`src/acs_defines.vh`:
```
`ifndef ACS_DEFINES_VH
`define ACS_DEFINES_VH
// ----------------------------------------
// Register map (byte addresses)
// ----------------------------------------
`define ACS_ADDR_CSR 8'h00
`define ACS_ADDR_CHAN 8'h04
`define ACS_ADDR_W 8
// ----------------------------------------
// Control/status field positions
// ----------------------------------------
`define ACS_CH_LO 0
`define ACS_CH_HI 1
`define ACS_MODE_LO 4
`define ACS_MODE_HI 5
`define ACS_CKS_LO 6
`define ACS_CKS_HI 7
`define ACS_DMASL_BIT 12
`define ACS_RUN_BIT 13
`define ACS_IE_BIT 14
`define ACS_END_BIT 15
`define ACS_RSV_MASK 8'h0c
// ----------------------------------------
// Reset values
// ----------------------------------------
`define ACS_CKS_RST 2'b01
`define ACS_MODE_RST 2'b00
`define ACS_CH_RST 2'b00
// ----------------------------------------
// Encodings
// ----------------------------------------
`define ACS_CKS_DIV4 2'b00
`define ACS_CKS_DIV8 2'b01
`define ACS_CKS_DIV16 2'b10
`define ACS_CKS_BAD 2'b11
`define ACS_MODE_SINGLE 2'b00
`define ACS_MODE_BAD 2'b01
`define ACS_MODE_MULTI 2'b10
`define ACS_MODE_SCAN 2'b11
`define ACS_HTRANS_NONSEQ 2'b10
`define ACS_HSIZE_WORD 3'b010
// ----------------------------------------
// Timing in peripheral-clock states
// ----------------------------------------
`define ACS_CONV_DIV4 10'd151
`define ACS_CONV_DIV8 10'd285
`define ACS_CONV_DIV16 10'd545
`define ACS_NEXT_DIV4 10'd128
`define ACS_NEXT_DIV8 10'd256
`define ACS_NEXT_DIV16 10'd512
`define ACS_CNT_W 10
`endif

```
`src/acs_adc_setup.v`:
```
// Our own choices: the AHB-Lite register port and the register offsets.
`timescale 1ns/1ns
`include "acs_defines.vh"
// Contract
// - clock code picks 151/285/545 state conversion
// - mode code single/multi/scan, 01 prohibited
// - reserved bits 3:2 read zero
// - single mode channel field picks one input
// - group modes select inputs zero upward
// - run bit self-clears except scan mode
// - group channels converted in ascending order
// - later group conversions take 128/256/512
module acs_adc_setup (
    input wire clock,
    input wire sys_rst,
    input wire hsel,
    input wire [31:0] haddr,
    input wire [1:0] htrans,
    input wire hwrite,
    input wire [2:0] hsize,
    input wire [31:0] hwdata,
    input wire hready,
    output reg [31:0] hrdata,
    output reg hreadyout,
    output reg hresp,
    output reg [3:0] chan_active,
    output reg conv_done,
    output reg bad_setting
);

// ----------------------------------------
// Helper functions
// ----------------------------------------
// First conversion length, in states
function [`ACS_CNT_W-1:0] first_len;
    input [1:0] cks;
    begin
        case (cks)
            `ACS_CKS_DIV4: first_len = `ACS_CONV_DIV4;
            `ACS_CKS_DIV8: first_len = `ACS_CONV_DIV8;
            default: first_len = `ACS_CONV_DIV16;
        endcase
    end
endfunction

// Later conversions in group modes are fixed length
function [`ACS_CNT_W-1:0] next_len;
    input [1:0] cks;
    begin
        case (cks)
            `ACS_CKS_DIV4: next_len = `ACS_NEXT_DIV4;
            `ACS_CKS_DIV8: next_len = `ACS_NEXT_DIV8;
            default: next_len = `ACS_NEXT_DIV16;
        endcase
    end
endfunction

// Group modes begin at input 0; single mode and the prohibited code at the field
function [1:0] start_chan;
    input [1:0] mode;
    input [1:0] ch;
    begin
        if ((mode == `ACS_MODE_MULTI) || (mode == `ACS_MODE_SCAN))
            start_chan = 2'b00;
        else
            start_chan = ch;
    end
endfunction

// One-hot input select; bit n drives analog input n
function [3:0] chan_onehot;
    input [1:0] ch;
    begin
        case (ch)
            2'b00: chan_onehot = 4'b0001;
            2'b01: chan_onehot = 4'b0010;
            2'b10: chan_onehot = 4'b0100;
            default: chan_onehot = 4'b1000;
        endcase
    end
endfunction

// Control word as software reads it; reserved bits are tied to zero
function [31:0] csr_pack;
    input end_flag;
    input ie;
    input run;
    input dma;
    input [1:0] cks;
    input [1:0] mode;
    input [1:0] ch;
    begin
        csr_pack = {16'h0000, end_flag, ie, run, dma, 4'h0, cks, mode, 2'b00, ch};
    end
endfunction

// ----------------------------------------
// Register state
// ----------------------------------------
reg [1:0] conv_clock_select;
reg [1:0] op_mode_select;
reg [1:0] channel_select;
reg conversion_run;
reg conv_end;
reg int_enable;
reg dma_select;
reg [1:0] cur_chan;
reg [`ACS_CNT_W-1:0] conv_cnt;
reg wr_pend;
reg [`ACS_ADDR_W-1:0] wr_addr;
// Next values from the combinational decode
reg [1:0] next_conv_clock_select;
reg [1:0] next_op_mode_select;
reg [1:0] next_channel_select;
reg next_int_enable;
reg next_dma_select;
reg next_conversion_run;
reg next_conv_end;
reg [1:0] next_cur_chan;
reg [`ACS_CNT_W-1:0] next_conv_cnt;
reg next_conv_done;
wire addr_phase;
wire [`ACS_ADDR_W-1:0] addr_lo;
wire word_access;
wire csr_write;
wire prohibited;
wire chan_done;
wire at_last;
wire end_set;
wire conv_start;

assign addr_phase = hsel & hready & htrans[1];
assign addr_lo = haddr[`ACS_ADDR_W-1:0];
// Narrow writes would only half-update a field, so they are dropped
assign word_access = (hsize == `ACS_HSIZE_WORD);
assign csr_write = wr_pend && (wr_addr == `ACS_ADDR_CSR);
// Prohibited codes are flagged, not blocked, so software can see the slip
assign prohibited = (conv_clock_select == `ACS_CKS_BAD) ||
    (op_mode_select == `ACS_MODE_BAD);
assign chan_done = conversion_run && (conv_cnt == {`ACS_CNT_W{1'b0}});
// Last channel is the field itself in every mode
assign at_last = (cur_chan == channel_select);
assign end_set = chan_done && at_last;
// Start only from idle; a run write while running does not restart
assign conv_start = csr_write && hwdata[`ACS_RUN_BIT] && !conversion_run;

// ----------------------------------------
// AHB-Lite slave: zero wait states, always OKAY
// ----------------------------------------
// Address phase is latched; the write lands at the end of its data phase
always @(posedge clock or posedge sys_rst) begin
    if (sys_rst) begin
        wr_pend <= 1'b0;
        wr_addr <= {`ACS_ADDR_W{1'b0}};
        hreadyout <= 1'b1;
        hresp <= 1'b0;
    end else begin
        wr_pend <= addr_phase & hwrite & word_access;
        if (addr_phase)
            wr_addr <= addr_lo;
        // Never stalls and never errors
        hreadyout <= 1'b1;
        hresp <= 1'b0;
    end
end

// Read data is loaded in the address phase and holds until the next read
always @(posedge clock or posedge sys_rst) begin
    if (sys_rst) begin
        hrdata <= 32'h00000000;
    end else if (addr_phase && !hwrite) begin
        // Next values, so a read right after a write sees that write
        case (addr_lo)
            `ACS_ADDR_CSR: hrdata <= csr_pack(next_conv_end, next_int_enable,
                next_conversion_run, next_dma_select, next_conv_clock_select,
                next_op_mode_select, next_channel_select);
            `ACS_ADDR_CHAN: hrdata <= {30'h00000000, next_cur_chan};
            default: hrdata <= 32'h00000000;
        endcase
    end
end

// ----------------------------------------
// Configuration fields: next values
// ----------------------------------------
// Fields follow every whole-word write to the control word; changing them mid-run is the software's risk
always @* begin
    next_conv_clock_select = conv_clock_select;
    next_op_mode_select = op_mode_select;
    next_channel_select = channel_select;
    next_int_enable = int_enable;
    next_dma_select = dma_select;
    if (csr_write) begin
        next_conv_clock_select = hwdata[`ACS_CKS_HI:`ACS_CKS_LO];
        next_op_mode_select = hwdata[`ACS_MODE_HI:`ACS_MODE_LO];
        next_channel_select = hwdata[`ACS_CH_HI:`ACS_CH_LO];
        next_int_enable = hwdata[`ACS_IE_BIT];
        next_dma_select = hwdata[`ACS_DMASL_BIT];
    end
end

// ----------------------------------------
// Sequencer: next values
// ----------------------------------------
// Hardware steps first; a software write of run then overrides self-clear
always @* begin
    next_conversion_run = conversion_run;
    next_conv_end = conv_end;
    next_cur_chan = cur_chan;
    next_conv_cnt = conv_cnt;
    next_conv_done = 1'b0;
    if (conversion_run) begin
        if (chan_done) begin
            next_conv_done = 1'b1;
            if (at_last) begin
                if (op_mode_select == `ACS_MODE_SCAN) begin
                    next_cur_chan = 2'b00;
                    next_conv_cnt = next_len(conv_clock_select) - 1'b1;
                end else begin
                    next_conversion_run = 1'b0;
                end
            end else begin
                next_cur_chan = cur_chan + 2'b01;
                next_conv_cnt = next_len(conv_clock_select) - 1'b1;
            end
        end else begin
            next_conv_cnt = conv_cnt - 1'b1;
        end
    end
    if (csr_write) begin
        // Writing run low halts at once
        next_conversion_run = hwdata[`ACS_RUN_BIT];
        // Only a zero written to the end flag clears it
        if (!hwdata[`ACS_END_BIT])
            next_conv_end = 1'b0;
    end
    // End of the last selected channel sets the flag; the set beats a clear
    if (end_set)
        next_conv_end = 1'b1;
    if (conv_start) begin
        // Fields may be written together with the start
        next_cur_chan = start_chan(hwdata[`ACS_MODE_HI:`ACS_MODE_LO],
            hwdata[`ACS_CH_HI:`ACS_CH_LO]);
        next_conv_cnt = first_len(hwdata[`ACS_CKS_HI:`ACS_CKS_LO]) - 1'b1;
    end
end

// ----------------------------------------
// Register state update
// ----------------------------------------
// Configuration fields
always @(posedge clock or posedge sys_rst) begin
    if (sys_rst) begin
        conv_clock_select <= `ACS_CKS_RST;
        op_mode_select <= `ACS_MODE_RST;
        channel_select <= `ACS_CH_RST;
        int_enable <= 1'b0;
        dma_select <= 1'b0;
    end else begin
        conv_clock_select <= next_conv_clock_select;
        op_mode_select <= next_op_mode_select;
        channel_select <= next_channel_select;
        int_enable <= next_int_enable;
        dma_select <= next_dma_select;
    end
end

// Sequencer state
always @(posedge clock or posedge sys_rst) begin
    if (sys_rst) begin
        conversion_run <= 1'b0;
        conv_end <= 1'b0;
        cur_chan <= 2'b00;
        conv_cnt <= {`ACS_CNT_W{1'b0}};
        conv_done <= 1'b0;
    end else begin
        conversion_run <= next_conversion_run;
        conv_end <= next_conv_end;
        cur_chan <= next_cur_chan;
        conv_cnt <= next_conv_cnt;
        conv_done <= next_conv_done;
    end
end

// ----------------------------------------
// Registered outputs toward the converter
// ----------------------------------------
// One-hot input select, valid only while running
always @(posedge clock or posedge sys_rst) begin
    if (sys_rst) begin
        chan_active <= 4'h0;
    end else begin
        chan_active <= conversion_run ? chan_onehot(cur_chan) : 4'h0;
    end
end

// Prohibited codes show one cycle after they are stored
always @(posedge clock or posedge sys_rst) begin
    if (sys_rst) begin
        bad_setting <= 1'b0;
    end else begin
        bad_setting <= prohibited;
    end
end

endmodule // acs_adc_setup

```
`config.mk`:
```
export PLATFORM = sky130hd
export DESIGN_NAME = acs_adc_setup
export DESIGN_NICKNAME = d
export VERILOG_FILES = /design/src/acs_adc_setup.v
export VERILOG_INCLUDE_DIRS = /design/src
export SDC_FILE = /design/constraint.sdc
export NUM_CORES = 1
export LEC_CHECK = 0
export BUFFER_PORTS_ARGS = -buffer_cell sky130_fd_sc_hd__buf_2
export CAP_MARGIN = 20
export CORE_MARGIN = 3
export CORE_UTILIZATION = 47
export CTS_CLUSTER_SIZE = 14
export DETAILED_ROUTE_END_ITERATION = 16
export GPL_ROUTABILITY_DRIVEN = 1
export PLACE_DENSITY = 0.8
export SETUP_SLACK_MARGIN = 0.4
export SYNTH_ARGS = -nofsm -noshare
export SYNTH_HDL_FRONTEND = slang
export SYNTH_SLANG_ARGS = --single-unit
```
`constraint.sdc`:
```
create_clock -name clock -period 2.6 [get_ports clock]
set_input_delay 0.13 -clock clock [delete_from_list [all_inputs] [get_ports clock]]
set_output_delay 0.13 -clock clock [all_outputs]
set_load 0.1 [all_outputs]
```
[Yosys cells after proc, flatten, opt, wreduce, memory -nomap -nowiden]
Index checks and enable logic that the tools add are counted.
Storage, ports and cells
  register bits after elaboration: 69
  input port bits: 74
  output and inout bits: 40
  logic and storage cells: 94
Cells by class
  add/subtract/negate cells: 5
  equality and inequality tests: 13
  muxes and demuxes: 39
  bitwise gates (word level): 4
  reductions and logical operators: 18
Operator list (number)
  10-bit 2-to-1 mux: 13
  10-bit one-hot mux with 2 select lines: 2
  10-bit by 1-bit subtractor with 10-bit output, second input constant: 4
  16-bit one-hot mux with 2 select lines: 1
  2-bit 2-to-1 mux: 9
  8-bit logical NOT: 2
  1-bit 2-to-1 mux: 12
  4-bit one-hot mux with 3 select lines: 1
  2-bit equality test, second input constant: 5
  10-bit logical NOT: 1
  2-bit by 1-bit equality test with 1-bit output, second input constant: 4
  8-bit by 3-bit equality test with 1-bit output, second input constant: 1
  1-bit logical AND: 6
  2-bit logical NOT: 3
  1-bit AND: 4
  4-bit 2-to-1 mux: 1
  4-bit by 2-bit inequality test with 1-bit output, second input constant: 1
  3-bit by 2-bit equality test with 1-bit output, second input constant: 1
  2-bit by 1-bit adder with 2-bit output, second input constant: 1
  2-bit equality test: 1
  1-bit logical NOT: 2
  1-bit logical OR: 2
  2-bit AND reduction: 1
  2-bit nonzero test: 1

[Depth between registers and ports, before layout]
  depth in word-level cells: 12
  gate-level depth with buffers: 7
  mapped depth without buffers: 7

[Worst setup path after synthesis]
No wires, ideal clock.
  kind: flip-flop to flip-flop
  from: register conv_cnt[0]
  to: register conv_cnt[8]
  library setup time: 127 ps
  arrival: 2087 ps
  data required time: 2473 ps
  setup slack: 386 ps
  cell stages (with the launch flop): 8
  buffers on the path: 0
  clock period less this slack: 2214 ps
  cells stage by stage: dfrtp_1 > inv_1 > ha_1 > or4b_2 > or3_1 > o21ai_0 > a31oi_1 > a221o_2
On the way
  cells in the longest elaborated chain, start to end: 5
  elaborated cells between the ends (all ways): 8
  classes of those cells: add/sub: 1; eq/ne: 1; mux: 3; reduce/logical: 3
Ends and longest elaborated chain
  start: declaration: RTL line acs_adc_setup.v:108  | reg [`ACS_CNT_W-1:0] conv_cnt;
  start signal: assignment: RTL line acs_adc_setup.v:274  | conv_cnt <= {`ACS_CNT_W{1'b0}};
  start signal: assignment: RTL line acs_adc_setup.v:280  | conv_cnt <= next_conv_cnt;
  parallel branches: the longest is 5 deep, another holds 10-bit by 1-bit subtractor with 10-bit output
Several ways; the timed one is not identified. The select of a mux whose other input is x is not followed.
A chain may end at the register's enable or synchronous reset.

[Final worst setup path]
  from: register conv_cnt[2]
  to: register conv_cnt[8]
The elaborated chain is that of the path after synthesis.

==> results.md <==
* Sequential fraction of the synthesis area at 47.5%
* RD Place Congestion at 0.848
* Final hold violation count at 0
* Hold/Removal Path Class: in2async
* Routed vias/inst at 5.36
* Switching Share at a little under two fifths
* Critical Path Most Common Cell: buf_4
* Final Slew Violations at 0
* First-pass GRT wire length at 9200 um
* Relative slew slack at 35.4%
* Hold bufs inserted after CTS at 0
* Cell family with most CP delay: compound AO/OA/AOI/OAI gates
* Gate Count Post-Synth at 237
* Seq cells post-synth at 47
* Clock latency on the worst-skew pair at 0.30 ns
* Reg2reg end: conv_cnt[8]
* # diodes at 0
* Core Footprint at approximately 0.005 mm^2
* Mean Syn Cell Area at 10.5 um^2
* R2R Setup Slk at 0.45 ns
* WP data required at 2.79 ns
* DR DRC count at 0
* Share of cells above drive strength 1 at 32.1%
* Commonest cells after routing, fill and taps aside: dfrtp_1, buf_2, conb_1
* Row count at 25
* CTS tree: yes
* Via Count at 1945
* Tcrit/Tclk final at between 80% and 90%
* Nets at around 370
* Initial Util at 50.4%
* Final core utilization at 59.5%
* Worst-Margin Slew at 0.967 ns
* Routed WL at 5640 um
* H-tree levels at 2
* CP Class: reg2reg
* Total congestion overflow at 0
* Pre-Repair DR Iteration Count at 4
* Reg2reg path depth at 7
* Max FO, Critical Path at 9
* Internal at 0.00160 W
* Post-DP HPWL at 3940 um
* Crit start category: flop
* CP Buf/Inv Count at 2
* Final setup viols at 0
* P_leak at 1.41 nW
* Mapped cell area at 0.00248 mm^2
* CP arrival at 2.34 ns
* GRT Resource Usage Total at 18.8%
* Top_reg_cell synth: dfrtp_1
* Clock transition at path regs at 0.09 ns
* Worst-path cell chain: buf_4, nor4_4, nand2_1, o41ai_1, buf_4, a31oi_1, a221o_2
* Power Dens Cells at 889 mW/mm^2
* Total die area at 0.00618 mm^2
* Initial antenna violation count at 0
* Power, Total at 0.00260 W
* Clock power frac at between 20 and 25%
* Antenna-violating nets left at 0
* Iteration-0 DRC count of the detailed router at 244
* Clock sinks at 47
* Net switching power at 0.000993 W
* Distinct cells, synth at 49
* Routed len/inst at 15.5 um
* CTS root buffer: clkbuf_8
* Skew final at ~0.0042 ns
* Die Height at 78.6 um
* Crit-path max cell delay at 0.44 ns
* Critical-path top delay cell: dfrtp_2
* Inserted Clock Buffers at 5
* Vias in the first global route at 1976
* Asr flop ratio synth at 100%
* Largest net degree at the start of global routing at 48
* Max-cap violations at 0
* Comb pwr share at 36.0%
* RR Startpoint: conv_cnt[2]
* Min Tclk post-route at 2.15 ns
* Peak supply drop at between 400 and 500 uV
* Setup total negative slack at 0 ns
* CP endpoint kind: flop
* Syn. warnings at 0
* DIE WIDTH at just under 80 um
* Area growth, synth to finish at 18.0%
* Clock buffer depth at 2
* Post-synth EDFFs at 0
* Input/output buffers at between 40 and 50
* RSZ-0062 raised after global routing: yes
* Status: finished, final reports clean
* Most common cell after layout, fill and taps aside: dfrtp_1
* Fmax achieved at 465 MHz
* IO Pins at 114
* Sequential Power Share at between 30% and 40%
cell type report:
cell class                 count  area, um^2
inverter                       8        30.0
sequential                    47        1180
tap                           67        83.8
timing repair buffer          56         315
multi-input combinational    177        1180
fill                         429        1990
clock inverter                 2        60.1
clock buffer                   6        72.6
registers in the layout, summed over array words and instances, names as in the netlist, 2 cells and up:
name               cells
chan_active            4
conv_cnt              10
hrdata                10
channel_select         2
cur_chan               2
conv_clock_select      2
op_mode_select         2
wr_addr                8
layer usage:
layer  GRT usage [%]  vias to the layer above  routed length [um]
met5               0                        -                   0
met4            6.99                        0                  69
met3            3.78                        6                 355
met2            31.3                       59                2850
met1            24.2                      948                2360
li1                -                      932                   -
cells in the mapped netlist, types with 3 or more instances:
library cell / count / area share (%)
buf_4: 26 / 7.9
nor3_1: 6 / 1.2
nor2_1: 14 / 2.1
dfrtp_1: 46 / 46
mux2_2: 17 / 7.7
a21o_1: 3 / 0.91
nor2b_1: 3 / 0.76
a22o_1: 8 / 2.8
a31oi_1: 4 / 1.0
nand2_1: 17 / 2.6
nand3_1: 6 / 1.2
nand4_1: 4 / 1.0
a21oi_1: 6 / 1.2
and2_1: 6 / 1.5
nor4_1: 3 / 0.76
o21ai_0: 13 / 2.6
inv_1: 8 / 1.2
ha_1: 5 / 2.5
power groups by stage:
stage / logic [W] / clock network [W] / registers (W)
floorplan: 0.000601 / 0 / 0.00111
global placement: 0.000785 / 0 / 0.00103
detailed placement: 0.000808 / 0 / 0.00104
CTS: 0.000876 / 0.000635 / 0.00103
global route: 0.00102 / 0.000665 / 0.00105
finish: 0.000934 / 0.000635 / 0.00103
timing repair:
action / in CTS / in global routing
setup buffers: 3 / 7
resized for setup: 3 / 4
endpoints found under the setup margin: 5 / 16
pin swaps: 2 / 3
metrics by stage:
step	cells	hold slack [ns]	cell area, um^2	worst slack, ns
detailed placement	345	0.389	2690	0.298
global placement	345	0.380	2690	0.337
global route	363	0.0686	2920	0.342
CTS	356	0.0743	2860	0.408
floorplan	259	0.264	2560	0.423
finish	363	0.0458	2920	0.450
cell families after synthesis:
group	count (synthesis)	synth area share, %
and+or+nand+nor	80	18.3
AOI/OAI and AO/OA	49	13.6
DFF	47	47.5
buffers and inverters	35	9.29
muxes	17	7.73
adders and majority gates	5	2.53
other	2	0.303
xor gates and xnor gates	2	0.707
worst max path at each step:
| stage | from | to | slack [ns] | cells after the start |
|---|---|---|---|---|
| after floorplan | conv_cnt[0] | conv_cnt[8] | 0.42 | 5 |
| after global placement | conv_cnt[0] | conv_cnt[8] | 0.34 | 5 |
| after detailed placement | conv_cnt[0] | hrdata[13] | 0.30 | 6 |
| after CTS | conv_cnt[0] | conv_cnt[8] | 0.41 | 7 |
| after global routing | conv_cnt[2] | cur_chan[0] | 0.34 | 6 |
| final | conv_cnt[2] | conv_cnt[8] | 0.45 | 7 |
(Power assumes the default switching activity.)
